$ cat src/adcs_map.vh
// constants for the parallel converter control sequencer
// included by every design file of the block; definitions only
`ifndef ADCS_MAP_VH
`define ADCS_MAP_VH
`define ADCS_CTL_W 8
`define ADCS_RES_W 12
`define ADCS_BIT_PWR_HI 7
`define ADCS_BIT_PWR_LO 6
`define ADCS_BIT_ACQ 5
`define ADCS_BIT_PAIR 4
`define ADCS_BIT_POL 3
`define ADCS_CHAN_HI 2
`define ADCS_CHAN_LO 0
`define ADCS_PD_SHUTDOWN 2'h0
`define ADCS_PD_STANDBY 2'h1
`define ADCS_PD_INTCLK 2'h2
`define ADCS_PD_EXTCLK 2'h3
`define ADCS_CTL_RESET 8'hC0
`define ADCS_ACQ_TICKS 2'h3
`define ADCS_CONV_TICKS 4'hD
`define ADCS_SAR_MSB 12'h800
`define ADCS_MCLK_NS 50
`define ADCS_INT_CONV_NS 3600
`define ADCS_INT_DIV ((`ADCS_INT_CONV_NS) / (13 * `ADCS_MCLK_NS))
`define ADCS_FIFO_DEPTH 16
`endif

$ cat src/adcs_ctrl.v
// top of the converter control sequencer: parallel port, control byte,
// acquisition/conversion sequencing, power-down states, result holding
// pins are synchronous to mclk; analog comparator and DAC sit outside
`timescale 1ns/10ps
`include "adcs_map.vh"
module adcs_ctrl #(
    parameter INT_DIV = `ADCS_INT_DIV
) (
    input wire mclk,
    input wire rst,
    input wire ce,
    input wire cs_n,
    input wire wr_n,
    input wire rd_n,
    input wire conv_clk_in,
    input wire [`ADCS_CTL_W-1:0] data_in,
    output reg [`ADCS_RES_W-1:0] data_out_r,
    output reg data_oe_r,
    output reg done_n_r,
    input wire comp_in,
    output reg [`ADCS_RES_W-1:0] dac_code_r,
    output reg track_r,
    output reg [2:0] chan_sel_r,
    output reg input_pairing_sel_r,
    output reg standby_r,
    output reg shutdown_r
);
    localparam ST_IDLE = 4'h1;
    localparam ST_ACQI = 4'h2;
    localparam ST_ACQX = 4'h4;
    localparam ST_CONV = 4'h8;

    reg [3:0] state_r;
    reg [3:0] state_nxt;
    reg [`ADCS_CTL_W-1:0] ctl_r;
    reg ext_clk_mode_r;
    reg wr_n_q_r;
    reg rd_n_q_r;
    reg cclk_q_r;
    reg [7:0] div_r;
    reg [1:0] acq_cnt_r;
    reg pd_pend_r;
    reg [1:0] pd_req_r;
    reg stale_r;
    reg sar_start;
    wire wr_rise;
    wire rd_fall;
    wire tick;
    wire cclk_rise;
    wire int_tick;
    wire [1:0] pd_bits;
    wire same_chan;
    wire sar_busy;
    wire sar_valid;
    wire sar_ready;
    wire [`ADCS_RES_W-1:0] sar_res;
    wire [`ADCS_RES_W-1:0] sar_trial;
    wire [`ADCS_RES_W-1:0] coded;
    wire fifo_valid;
    wire [`ADCS_RES_W-1:0] fifo_data;
    wire reading;
    wire fifo_in_ready;
    wire keep_res;

    // strobes count only while chip select is low
    assign wr_rise = !cs_n && wr_n && !wr_n_q_r;
    assign rd_fall = !cs_n && !rd_n && rd_n_q_r;
    assign reading = !cs_n && !rd_n;
    // a late result of an abandoned conversion is swallowed, not queued
    assign keep_res = sar_valid && !stale_r;
    assign sar_ready = stale_r || fifo_in_ready;
    assign cclk_rise = !cs_n && conv_clk_in && !cclk_q_r;
    assign int_tick = (div_r == 8'h00);
    assign tick = ext_clk_mode_r ? cclk_rise : int_tick;
    assign pd_bits = data_in[`ADCS_BIT_PWR_HI:`ADCS_BIT_PWR_LO];
    assign same_chan = (data_in[`ADCS_CHAN_HI:`ADCS_CHAN_LO] == ctl_r[`ADCS_CHAN_HI:`ADCS_CHAN_LO]);
    // unipolar straight binary, bipolar flips the top bit to two's complement
    assign coded = ctl_r[`ADCS_BIT_POL] ? sar_res : {~sar_res[`ADCS_RES_W-1], sar_res[`ADCS_RES_W-2:0]};

    adcs_sar u_sar (
        .clk(mclk),
        .rst(rst),
        .ce(ce),
        .start(sar_start),
        .tick(tick),
        .comp_in(comp_in),
        .res_ready(sar_ready),
        .trial_r(sar_trial),
        .busy_r(sar_busy),
        .res_valid_r(sar_valid),
        .res_r(sar_res)
    );

    adcs_fifo #(
        .WIDTH(`ADCS_RES_W),
        .DEPTH(`ADCS_FIFO_DEPTH),
        .AW(4)
    ) u_fifo (
        .clk(mclk),
        .rst(rst),
        .ce(ce),
        .in_valid(keep_res),
        .in_ready(fifo_in_ready),
        .in_data(coded),
        .out_valid(fifo_valid),
        .out_ready(!reading),
        .out_data(fifo_data)
    );

    always @* begin
        state_nxt = state_r;
        sar_start = 1'b0;
        case (state_r)
            ST_IDLE: begin
                if (wr_rise) begin
                    state_nxt = data_in[`ADCS_BIT_ACQ] ? ST_ACQX : ST_ACQI;
                end
            end
            ST_ACQI: begin
                if (wr_rise) begin
                    state_nxt = data_in[`ADCS_BIT_ACQ] ? ST_ACQX : ST_ACQI;
                end else if (tick && acq_cnt_r == `ADCS_ACQ_TICKS - 2'h1) begin
                    state_nxt = ST_CONV;
                    sar_start = 1'b1;
                end
            end
            ST_ACQX: begin
                if (wr_rise) begin
                    if (!data_in[`ADCS_BIT_ACQ] && same_chan) begin
                        state_nxt = ST_CONV;
                        sar_start = 1'b1;
                    end else begin
                        state_nxt = data_in[`ADCS_BIT_ACQ] ? ST_ACQX : ST_ACQI;
                    end
                end
            end
            ST_CONV: begin
                // a new byte mid-conversion restarts acquisition
                if (wr_rise) begin
                    state_nxt = data_in[`ADCS_BIT_ACQ] ? ST_ACQX : ST_ACQI;
                end else if (!sar_busy) begin
                    state_nxt = ST_IDLE;
                end
            end
            default: begin
                state_nxt = ST_IDLE;
            end
        endcase
    end

    always @(posedge mclk) begin
        if (rst) begin
            state_r <= ST_IDLE;
            ctl_r <= `ADCS_CTL_RESET;
            ext_clk_mode_r <= 1'b1;
            wr_n_q_r <= 1'b1;
            rd_n_q_r <= 1'b1;
            cclk_q_r <= 1'b0;
            div_r <= 8'h00;
            acq_cnt_r <= 2'h0;
            pd_pend_r <= 1'b0;
            pd_req_r <= `ADCS_PD_EXTCLK;
            stale_r <= 1'b0;
            data_out_r <= 12'h000;
            data_oe_r <= 1'b0;
            done_n_r <= 1'b1;
            dac_code_r <= 12'h000;
            track_r <= 1'b0;
            chan_sel_r <= 3'h0;
            input_pairing_sel_r <= 1'b0;
            standby_r <= 1'b0;
            shutdown_r <= 1'b0;
        end else if (ce) begin
            state_r <= state_nxt;
            wr_n_q_r <= wr_n;
            rd_n_q_r <= rd_n;
            cclk_q_r <= conv_clk_in;
            div_r <= int_tick ? INT_DIV[7:0] - 8'h01 : div_r - 8'h01;
            if (wr_rise) begin
                ctl_r <= data_in;
                chan_sel_r <= data_in[`ADCS_CHAN_HI:`ADCS_CHAN_LO];
                input_pairing_sel_r <= data_in[`ADCS_BIT_PAIR];
                if (pd_bits == `ADCS_PD_INTCLK) begin
                    ext_clk_mode_r <= 1'b0;
                end else if (pd_bits == `ADCS_PD_EXTCLK) begin
                    ext_clk_mode_r <= 1'b1;
                end
                // power-down bytes leave the clock mode alone
                pd_pend_r <= (pd_bits == `ADCS_PD_SHUTDOWN) || (pd_bits == `ADCS_PD_STANDBY);
                pd_req_r <= pd_bits;
                standby_r <= 1'b0;
                shutdown_r <= 1'b0;
                acq_cnt_r <= 2'h0;
            end else if (state_r == ST_ACQI && tick) begin
                acq_cnt_r <= acq_cnt_r + 2'h1;
            end
            // power down only once the running conversion has finished
            if (!wr_rise && pd_pend_r && state_r == ST_IDLE && !sar_busy) begin
                pd_pend_r <= 1'b0;
                standby_r <= (pd_req_r == `ADCS_PD_STANDBY);
                shutdown_r <= (pd_req_r == `ADCS_PD_SHUTDOWN);
            end
            track_r <= (state_nxt == ST_ACQI) || (state_nxt == ST_ACQX);
            dac_code_r <= sar_trial;
            // a restart of the engine supersedes any abandoned conversion
            if (sar_start) begin
                stale_r <= 1'b0;
            end else if (wr_rise && sar_busy) begin
                stale_r <= 1'b1;
            end else if (sar_valid) begin
                stale_r <= 1'b0;
            end
            // holding register refreshes only outside a read, so a read sees stable data
            if (fifo_valid && !reading) begin
                data_out_r <= fifo_data;
            end
            data_oe_r <= reading;
            // the new result wins over a simultaneous write; a read holds it off and clears done
            if (fifo_valid && !reading) begin
                done_n_r <= 1'b0;
            end else if (rd_fall || wr_rise) begin
                done_n_r <= 1'b1;
            end
        end
    end
endmodule

$ cat src/adcs_fifo.v
// synchronous FIFO carrying finished results toward the holding register
// single clock; push and pop both use valid/ready
`timescale 1ns/10ps
`include "adcs_map.vh"
module adcs_fifo #(
    parameter WIDTH = `ADCS_RES_W,
    parameter DEPTH = `ADCS_FIFO_DEPTH,
    parameter AW = 4
) (
    input wire clk,
    input wire rst,
    input wire ce,
    input wire in_valid,
    output wire in_ready,
    input wire [WIDTH-1:0] in_data,
    output wire out_valid,
    input wire out_ready,
    output wire [WIDTH-1:0] out_data
);
    reg [WIDTH-1:0] mem [0:DEPTH-1];
    reg [AW-1:0] wp_r;
    reg [AW-1:0] rp_r;
    reg [AW:0] cnt_r;
    wire push;
    wire pop;

    assign in_ready = (cnt_r != DEPTH[AW:0]);
    assign out_valid = (cnt_r != {(AW+1){1'b0}});
    assign out_data = mem[rp_r];
    assign push = in_valid & in_ready;
    assign pop = out_valid & out_ready;

    always @(posedge clk) begin
        if (ce && push) begin
            mem[wp_r] <= in_data;
        end
    end

    always @(posedge clk) begin
        if (rst) begin
            wp_r <= {AW{1'b0}};
            rp_r <= {AW{1'b0}};
            cnt_r <= {(AW+1){1'b0}};
        end else if (ce) begin
            if (push) begin
                wp_r <= (wp_r == DEPTH[AW-1:0] - 1'b1) ? {AW{1'b0}} : wp_r + 1'b1;
            end
            if (pop) begin
                rp_r <= (rp_r == DEPTH[AW-1:0] - 1'b1) ? {AW{1'b0}} : rp_r + 1'b1;
            end
            if (push && !pop) begin
                cnt_r <= cnt_r + 1'b1;
            end else if (pop && !push) begin
                cnt_r <= cnt_r - 1'b1;
            end
        end
    end
endmodule

$ cat src/adcs_sar.v
// successive-approximation engine: 12 decisions plus one closing tick
// comparator input is high when the held input is at or above the trial level
`timescale 1ns/10ps
`include "adcs_map.vh"
module adcs_sar (
    input wire clk,
    input wire rst,
    input wire ce,
    input wire start,
    input wire tick,
    input wire comp_in,
    input wire res_ready,
    output reg [`ADCS_RES_W-1:0] trial_r,
    output reg busy_r,
    output reg res_valid_r,
    output reg [`ADCS_RES_W-1:0] res_r
);
    reg [`ADCS_RES_W-1:0] mask_r;
    reg [3:0] step_r;
    reg fresh_r;
    reg tick_pend_r;
    wire take;

    // dac copy lags the trial by one edge: a tick right after a trial change waits a cycle
    assign take = (tick || tick_pend_r) && !fresh_r;

    always @(posedge clk) begin
        if (rst) begin
            trial_r <= 12'h000;
            mask_r <= 12'h000;
            step_r <= 4'h0;
            busy_r <= 1'b0;
            res_valid_r <= 1'b0;
            res_r <= 12'h000;
            fresh_r <= 1'b0;
            tick_pend_r <= 1'b0;
        end else if (ce) begin
            fresh_r <= 1'b0;
            if (res_valid_r && res_ready) begin
                res_valid_r <= 1'b0;
            end
            if (start) begin
                trial_r <= `ADCS_SAR_MSB;
                mask_r <= `ADCS_SAR_MSB;
                step_r <= 4'h0;
                busy_r <= 1'b1;
                fresh_r <= 1'b1;
                tick_pend_r <= 1'b0;
            end else if (busy_r && fresh_r && tick) begin
                tick_pend_r <= 1'b1;
            end else if (busy_r && take) begin
                tick_pend_r <= 1'b0;
                // trial keeps the tested bit when comp_in is high, clears it otherwise, and sets the next lower bit
                if (step_r == `ADCS_CONV_TICKS - 4'h1) begin
                    // a full result path stalls the closing tick
                    if (!res_valid_r || res_ready) begin
                        busy_r <= 1'b0;
                        res_valid_r <= 1'b1;
                        res_r <= trial_r;
                    end
                end else begin
                    trial_r <= (comp_in ? trial_r : (trial_r & ~mask_r)) | (mask_r >> 1);
                    mask_r <= mask_r >> 1;
                    step_r <= step_r + 4'h1;
                    fresh_r <= 1'b1;
                end
            end
        end
    end
endmodule

$ cat config.mk
export PLATFORM = sky130hd
export DESIGN_NAME = adcs_ctrl
export DESIGN_NICKNAME = d
export VERILOG_FILES = /design/src/adcs_ctrl.v /design/src/adcs_fifo.v /design/src/adcs_sar.v
export VERILOG_INCLUDE_DIRS = /design/src
export SDC_FILE = /design/constraint.sdc
export NUM_CORES = 1
export LEC_CHECK = 0
export BUFFER_PORTS_ARGS = -buffer_cell sky130_fd_sc_hd__clkbuf_2
export CAP_MARGIN = 15
export CORE_MARGIN = 2
export CORE_UTILIZATION = 55
export DETAILED_ROUTE_END_ITERATION = 10
export PLACE_DENSITY_LB_ADDON = 0.2
export SETUP_SLACK_MARGIN = 0.5
export SKIP_CTS_REPAIR_TIMING = 1
export SLEW_MARGIN = 20
export SYNTH_ARGS = -nofsm -noshare
export SYNTH_HDL_FRONTEND = slang
export SYNTH_SLANG_ARGS = --single-unit
$ cat constraint.sdc
create_clock -name mclk -period 2.4 [get_ports mclk]
set_input_delay 0.12 -clock mclk [delete_from_list [all_inputs] [get_ports mclk]]
set_output_delay 0.12 -clock mclk [all_outputs]
set_load 0.1 [all_outputs]
After elaboration in Yosys (flattened, before gate mapping)
Memory sizes are Yosys's and may differ from the RTL's. A register that Yosys moved wholly into a read port is not among the register bits.
Index checks and enable logic that the tools add are counted.
Widths: inputs -> output; s select.
{"block": "totals", "regBits": 104, "ramBits": 192, "inputBits": 16, "output_inout_bits": 33, "elab_cells": 202, "n_memories": 1}
{"block": "op_classes", "add_sub_neg": 7, "eq_ne": 18, "n_mux": 68, "bitwise": 8, "reduce_logical": 70}
{"name": "u_fifo.mem", "depth": 16, "width": 12, "rd": 1, "rd_ports_with_merged_regs": 1, "wr": 1, "line_no": "adcs_fifo.v:20", "text": "reg [WIDTH-1:0] mem [0:DEPTH-1];"}
{"operator": "$mux 12", "count": 10}
{"operator": "$mux 4", "count": 13}
{"operator": "$mux 1", "count": 37}
{"operator": "$logic_and 1x1->1", "count": 23}
{"operator": "$reduce_and 2->1", "count": 10}
{"operator": "$eq 4x4->1 const B", "count": 4}
{"operator": "$pmux 4 s4", "count": 1}
{"operator": "$reduce_bool 2->1", "count": 8}
{"operator": "$logic_not 1->1", "count": 13}
{"operator": "$add 4x1->4 const B", "count": 3}
{"operator": "$and 12x12->12", "count": 1}
{"operator": "$not 12->12", "count": 1}
{"operator": "$or 12x11->12", "count": 1}
{"operator": "$mux 5", "count": 2}
{"operator": "$eq 4x2->1 const B", "count": 2}
{"operator": "$eq 4x3->1 const B", "count": 2}
{"operator": "$logic_not 8->1", "count": 1}
{"operator": "$mux 8", "count": 1}
{"operator": "$sub 8x1->8 const B", "count": 1}
{"operator": "$eq 2x2->1 const B", "count": 3}
{"operator": "$logic_or 1x1->1", "count": 6}
{"operator": "$reduce_and 6->1", "count": 1}
{"operator": "$reduce_bool 3->1", "count": 2}
{"operator": "$add 5x1->5 const B", "count": 1}
{"operator": "other kinds (17)", "count": 24}

Logic depth before layout (Yosys ltp)
Gate-level depths: netlist (run 1).
{"block": "logic_depth", "ltp_word": 10, "depth_mapped": 10, "ltp_nobuf": 10}

Cells and area by module
A second synthesis (run 1) with hierarchy kept.
{"block": "unflattened", "hier_cells": 910, "hier_area_um2": 12579.6}
{"module": "adcs_fifo", "n_inst": 1, "cells_per_inst": 415, "area_per_inst_um2": 8205.4, "seq_area_each_um2": 6105.9}
{"module": "adcs_ctrl", "n_inst": 1, "cells_per_inst": 291, "area_per_inst_um2": 2478.6, "seq_area_each_um2": 1121.1}
{"module": "adcs_sar", "n_inst": 1, "cells_per_inst": 204, "area_per_inst_um2": 1895.6, "seq_area_each_um2": 880.8}

Worst setup path before layout (run 1)
OpenSTA, ideal clock, no wires.
{"block": "synth_timing", "kind": "register to register", "from": "register u_fifo.cnt_r[0]", "to": "register u_fifo.cnt_r[4]", "t_arrival_ps": 2551, "required_ps": 2330, "slack_ps": -221, "stages_incl_launch_ff": 11, "path_buffers": 0, "path_cell_list": "dfxtp_1 > or4_1 > o22ai_1 > ha_1 > inv_1 > fa_1 > a21o_1 > a21oi_1 > xnor2_1 > or3_1 > a21oi_1"}
{"block": "synth_via", "elab_chain_cells": 6, "elab_cells_between_ends": 14, "classes_between": "add/sub: 2; eq/ne: 1; mux: 2; bitwise: 2; reduce/logical: 7"}
{"element": "start: declaration", "line_no": "adcs_fifo.v:23", "text": "reg [AW:0] cnt_r;"}
{"element": "start signal: assignment", "line_no": "adcs_fifo.v:43", "text": "cnt_r <= {(AW+1){1'b0}};"}
{"element": "start signal: assignment", "line_no": "adcs_fifo.v:52", "text": "cnt_r <= cnt_r + 1'b1;"}
{"element": "start signal: assignment", "line_no": "adcs_fifo.v:54", "text": "cnt_r <= cnt_r - 1'b1;"}
{"element": "branches (longest 6 deep; another with $sub 5x1->5)"}
Parallel ways; which one is timed is not known. The select of a mux whose other input is x is not followed.
A chain may end at the register's enable or synchronous reset.

Final worst setup path (run 1)
{"block": "layout_timing", "from": "register u_fifo.cnt_r[3]", "to": "register u_fifo.cnt_r[3]"}
Same word-level chain as after synthesis.

==> results of run 1 <==
routing by layer:
layer  share of wire, %  GRT usage (%)
met5                  0              0
met4                2.2           5.65
met3                6.5           3.04
met2                 50           39.6
met1                 41           32.9
Yosys cell counts, types with 8 or more instances:
master,n,area [µm²]
edfxtp_1,192,5770
dfxtp_1,113,2260
nand2_1,84,315
nor2_1,61,229
mux4_2,60,1350
a21oi_1,47,235
clkbuf_1,35,131
inv_1,26,97.6
a32o_1,22,220
mux2i_1,17,170
o211ai_1,16,120
a311oi_1,14,123
o21ai_0,14,70.1
buf_2,13,65.1
ha_1,13,163
a31o_1,10,87.6
nor3_1,10,50.1
nand3_1,9,45.0
xor2_1,9,78.8
a31oi_1,8,50.1
cell families after synthesis:
family,count (synthesis),synth area share [%]
flops,305,64.8
simple gates,205,7.68
compound gates,166,9.71
buf+inv,86,2.95
mux,77,12.3
xor+xnor,16,1.13
fa+ha+maj,14,1.47
worst max-delay path, cell delays in order (launching register included):
cell	delay (ns)
dfxtp_2	0.33
or4_4	0.57
o22ai_4	0.14
ha_4	0.17
inv_4	0.05
buf_12	0.12
ha_1	0.29
a21o_2	0.23
a21oi_2	0.16
xnor2_1	0.13
nand2_1	0.10
a21oi_2	0.15
sequential cells by signal (all words and copies together), names as in the netlist, 2 cells and up:
signal,flops
acq_cnt_r,2
chan_sel_r,2
ctl_r,2
dac_code_r,12
data_out_r,12
div_r,8
pd_req_r,2
state_r,4
u_fifo.cnt_r,5
u_fifo.mem,192
u_fifo.rp_r,4
u_fifo.wp_r,4
u_sar.mask_r,12
u_sar.res_r,12
u_sar.step_r,4
u_sar.trial_r,12
power by group through the flow:
stage / Clock, µW / Sequential [µW] / Combinational (µW)
floorplan: 0 / 6290 / 1470
global placement: 0 / 5920 / 2450
detailed placement: 0 / 5930 / 2580
CTS: 5490 / 5820 / 2590
global route: 5670 / 5880 / 3100
finish: 5450 / 5860 / 2920
cell type report:
class | count | area, µm²
flip-flops and latches | 305 | 8050
fillers | 1328 | 6200
multi-input cells | 479 | 4530
repair buffers | 154 | 1550
clock buffers | 34 | 807
clock inverters | 24 | 369
well taps | 280 | 350
inverters | 28 | 108
metrics by stage:
step / setup WS [ns] / hold WS (ns) / TNS (ns) / instance area [µm²] / power [µW]
after floorplan: -0.0299 / 0.237 / -0.0299 / 12700 / 7760
after global placement: -0.0799 / 0.351 / -0.0799 / 13400 / 8370
after detailed placement: -0.239 / 0.365 / -0.385 / 13400 / 8510
after CTS: -0.252 / -0.213 / -0.407 / 14600 / 13900
after global routing: -0.227 / 0.0196 / -0.442 / 15800 / 14600
final: -0.125 / 0.00767 / -0.243 / 15800 / 14200
worst max-delay path by stage:
stage                         start               to  slack (ns)
finish              u_fifo.cnt_r[3]  u_fifo.cnt_r[3]       -0.12
global route        u_fifo.cnt_r[3]  u_fifo.cnt_r[3]       -0.23
CTS                 u_fifo.cnt_r[3]  u_fifo.cnt_r[3]       -0.25
detailed placement  u_fifo.cnt_r[3]  u_fifo.cnt_r[3]       -0.24
global placement    u_fifo.cnt_r[3]  u_fifo.cnt_r[4]       -0.08
floorplan           u_fifo.cnt_r[1]  u_fifo.cnt_r[4]       -0.03
==> results.md, run 1 <==
- EDFF count, synth: about 190
- Vias: around 8,300
- Final WS setup: -0.125 ns
- GRT overflow: 0
- Final Non-Filler Cells: roughly 1,300
- Total wire length: 31,400 µm
- Buffers on Ports: 48
- 1st-iter DRT viols: 846
- CTS root buf: clkbuf_16
- CTS tree: built
- # IOs: 49
- Initial Util: 56.4%
- Nets@finish: 1,029
- Layout Utilization: between 70 and 80%
- Critical path class: flip-flop to flip-flop
- Routed Antenna Nets: 0
- Clock Tree Buf Depth: 3
- RSZ-0062 raised after global routing: true
- Hold path endpoint: u_fifo.cnt_r[3]
- Vias per cell: 6.34
- Die area: 23,700 µm²
- Top FF cell, synth: edfxtp_1
- Outcome: finished with violations
- Required time of the worst setup path: roughly 2.9 ns
- #FFs+latches synth: 305
- CP endpoint kind: flip-flop
- Post-DP HPWL: between 15,000 and 20,000 µm
- Core ar.: ~22,000 µm²
- Peak VDD IR: roughly 0.00076 V
- Seq pwr share: 41.2%
- H-tree Lvls: 1
- Worst Path Arrival: about 3.0 ns
- R2r setup slk: -0.12 ns
- Gate power share: roughly a fifth
- Reg2Reg Capture Point: u_fifo.cnt_r[3]
- Clk_lat worst skew: approximately 0.55 ns
- Crit path time final: between 2 and 3 ns
- Syn nets: 899
- Final hold viol count: 0
- Worst hold path class: input port to flip-flop
- CP Max Fanout: 3
- Worst Tran Pin Value: between 0.7 and 0.8 ns
- Placed insts: roughly 1,200
- Syn Std Cell Area: 12,400 µm²
- Sequential fraction of the synthesis area: between 60% and 70%
- HP Start: rst
- Syn Inst Count: ~870
- First-pass GRT wire length: around 43,000 µm
- Net Sw Frac: approximately 27%
- Reg clk slew, reported paths: 0.07 ns
- WHS Path Cells: 2
- RD Place Congestion: roughly 0.82
- Inserted Diodes: 0
- Worst Skew: ~0.008 ns
- Wire per inst: 24.1 µm
- Die Y: roughly 150 µm
- Die W: 154 µm
- TritonRoute pass-1 iters: 5
- DRC: 0
- Worst R2R Path Depth: 11
- Row count: between 50 and 60
- Most common cell after layout, fill and taps aside: edfxtp_1
- CTS sink cnt: 305
- Async SR Flop Fraction: 0%
- Initial antenna violation count: 0
- Fmax achieved: 0.396 GHz
- Most frequent cells in the layout: 192 x edfxtp_1, 103 x dfxtp_1, 75 x nand2_1
- Unique masters post-synth: 65
- Clock buffer count from CTS: 31
- MaxCap Viol Count: 0
- GRT Overall Usage: a little under a quarter
- Area Growth Syn to Fin: 27.1%
- Vias in the first global route: between 7,000 and 8,000
- Internal power: between 10,000 and 15,000 µW
- Normalized max-slew margin: around 52%
- Final slew viol count: 0
- Final setup viols: 2
- Syn avg cell area: roughly 14 µm²
- Yosys warnings: 0
- Psw: just under 4000 µW
- Reg2Reg Launch Point: u_fifo.cnt_r[3]
- Clock power frac: 38.3%
- Largest net degree at the start of global routing: 52
- Layout cells sized above 1: around 34%
- Leak: between 0.005 and 0.006 µW
- Final cycle utilization of the critical path: 105%
- Violated checks: setup timing
- Power per cell area: around 900 nW/µm²
- Startpoint Class: flip-flop
Power figures use the tool's default switching activity.
==> run 2: changes to the inputs <==
BUFFER_PORTS_ARGS = default   (was -buffer_cell sky130_fd_sc_hd__clkbuf_2)
CORE_MARGIN = 3   (was 2)
CORE_UTILIZATION = 57   (was 55)
DONT_BUFFER_PORTS = 1   (was default)
==> results.md, run 2 (same netlist as run 1, synthesis figures left out) <==
- Outcome: finished with violations
- Violated checks: hold timing, setup timing
- Fmax achieved: 0.386 GHz
- RSZ-0062 raised after global routing: true
- RD Place Congestion: roughly 0.84
- CTS root buf: clkbuf_16
- Critical Path Slowest Stage Cell: or4_4
- Reg clk slew, reported paths: approximately 0.07 ns
- Cell mode on critical path: a21oi_2
- Design Power: 13,100 µW
- Wire per inst: roughly 23 µm
- Area Growth Syn to Fin: 24.7%
- Row count: 53
- CTS sink cnt: between 300 and 400
- Initial Util: roughly three fifths
- Max reg flops: about 190
- Final Instance Area: about 15,000 µm²
- Startpoint Class: flip-flop
- Inserted Diodes: 0
- Final slew viol count: 0
- Layout Utilization: approximately 73%
- 1st-iter DRT viols: 830
- Worst hold path class: input port to flip-flop
- Most frequent cells in the layout: 192 x edfxtp_1, 103 x dfxtp_1, 82 x nand2_1
- Final setup viols: 1
- Reg2Reg Launch Point: u_fifo.cnt_r[3]
- Power per cell area: ~850 nW/µm²
- Die Y: between 150 and 200 µm
- Final cycle utilization of the critical path: 108%
- Core ar.: 21,200 µm²
- Area after DPL: between 10,000 and 15,000 µm²
- Vias per cell: 6.38
- H-tree Lvls: 1
- TritonRoute pass-1 iters: 5
- Layout cells sized above 1: 30.3%
- Worst R2R Path Depth: 11
- Largest net degree at the start of global routing: 77
- Required time of the worst setup path: between 2 and 3 ns
- Clock buffer count from CTS: 30
- Slowest stage delay, CP: 0.53 ns
- Post-DP HPWL: ~18,000 µm
- Hold path endpoint: u_fifo.cnt_r[3]
- Critical path class: flip-flop to flip-flop
- CP Cell Sequence: or4_4 > o22ai_2 > ha_2 > inv_4 > buf_12 > ha_4 > a21o_1 > a21oi_2 > xnor2_1 > or3_1 > a21oi_2
- R2r setup slk: -0.19 ns
- Clk_lat worst skew: 0.55 ns
- Routed Antenna Nets: 0
- CTS tree: built
- Die area: around 24,000 µm²
- Normalized max-slew margin: 45.8%
- Vias: approximately 8,200
- Die W: around 150 µm
- Most common cell after layout, fill and taps aside: edfxtp_1
- CP Max Fanout: 4
- CP endpoint kind: flip-flop
- Worst Tran Pin Value: about 0.81 ns
- Nets@finish: 1,017
- Buffers on Ports: 0
- Total wire length: ~30,000 µm
- Top reg by flops: u_fifo.mem
- Final WS setup: -0.190 ns
- # IOs: ~50
- First-pass GRT wire length: ~44,000 µm
- Crit path time final: 2.59 ns
- DRC: 0
- GRT Overall Usage: between 20% and 30%
- HP Start: rst
- Worst Path Arrival: between 3 and 4 ns
- Reg2Reg Capture Point: u_fifo.cnt_r[4]
- Leak: between 0.005 and 0.006 µW
- WHS Path Cells: 1
- GRT overflow: 0
- Clock Tree Buf Depth: 3
- MaxCap Viol Count: 0
- Initial antenna violation count: 0
- Final hold viol count: 67
- Vias in the first global route: a little under 8,000
- Worst Skew: around 0.021 ns
- Hold slack: -0.371 ns
- Peak VDD IR: roughly 0.00075 V
## run 2: area by class of cell
type / count / area [µm²]
repair buffers: 142 / 1530
multi-input cells: 480 / 4490
clock buffers: 37 / 798
fillers: 1294 / 5770
flip-flops and latches: 305 / 8050
clock inverters: 18 / 136
inverters: 28 / 108
well taps: 275 / 344
## run 2: layer usage
metal  global-route usage (%)  share of wire, %  vias up  wire, µm
li1                         -                 -     3599         -
met1                     33.5                40     4148     11900
met2                     39.8                50      399     15100
met3                     3.31               7.9       51      2360
met4                     5.21               2.0        0       595
met5                        0                 0        -         0
## run 2: where the power goes
group          leakage (µW)  switching, µW  internal (µW)  total, µW
Combinational       0.00209           1570           1290       2860
Sequential          0.00269            159           5680       5840
Clock              0.000441           1870           2560       4430
## run 2: worst max-delay path, delay by kind of cell, from the launching register on
family | cells | cell delay (ns)
XOR/XNOR | 1 | 0.09
buffers and inverters | 2 | 0.19
AND/OR/NAND/NOR | 2 | 0.85
AO/OA/AOI/OAI | 4 | 0.58
adder cells (fa/ha/maj) | 2 | 0.49
flip-flops | 1 | 0.32
## run 2: worst max path at each step
stage                    start               to  slack [ns]
6_report       u_fifo.cnt_r[3]  u_fifo.cnt_r[4]       -0.19
5_1_grt        u_fifo.cnt_r[3]  u_fifo.cnt_r[4]       -0.28
4_1_cts        u_fifo.cnt_r[3]  u_fifo.cnt_r[4]       -0.24
3_5_place_dp   u_fifo.cnt_r[3]  u_fifo.cnt_r[4]       -0.21
3_3_place_gp   u_fifo.cnt_r[3]  u_fifo.cnt_r[4]       -0.05
2_1_floorplan  u_fifo.cnt_r[1]  u_fifo.cnt_r[4]       -0.03
## run 2: stage by stage
| step | setup slack (ns) | instances | setup TNS (ns) | hold slack, ns |
|---|---|---|---|---|
| floorplan | -0.0299 | 869 | -0.0299 | 0.237 |
| global placement | -0.0515 | 1175 | -0.0721 | 0.193 |
| detailed placement | -0.213 | 1175 | -3.53 | 0.196 |
| CTS | -0.235 | 1230 | -3.74 | -0.383 |
| global route | -0.283 | 1285 | -0.283 | -0.397 |
| finish | -0.190 | 1285 | -0.190 | -0.371 |
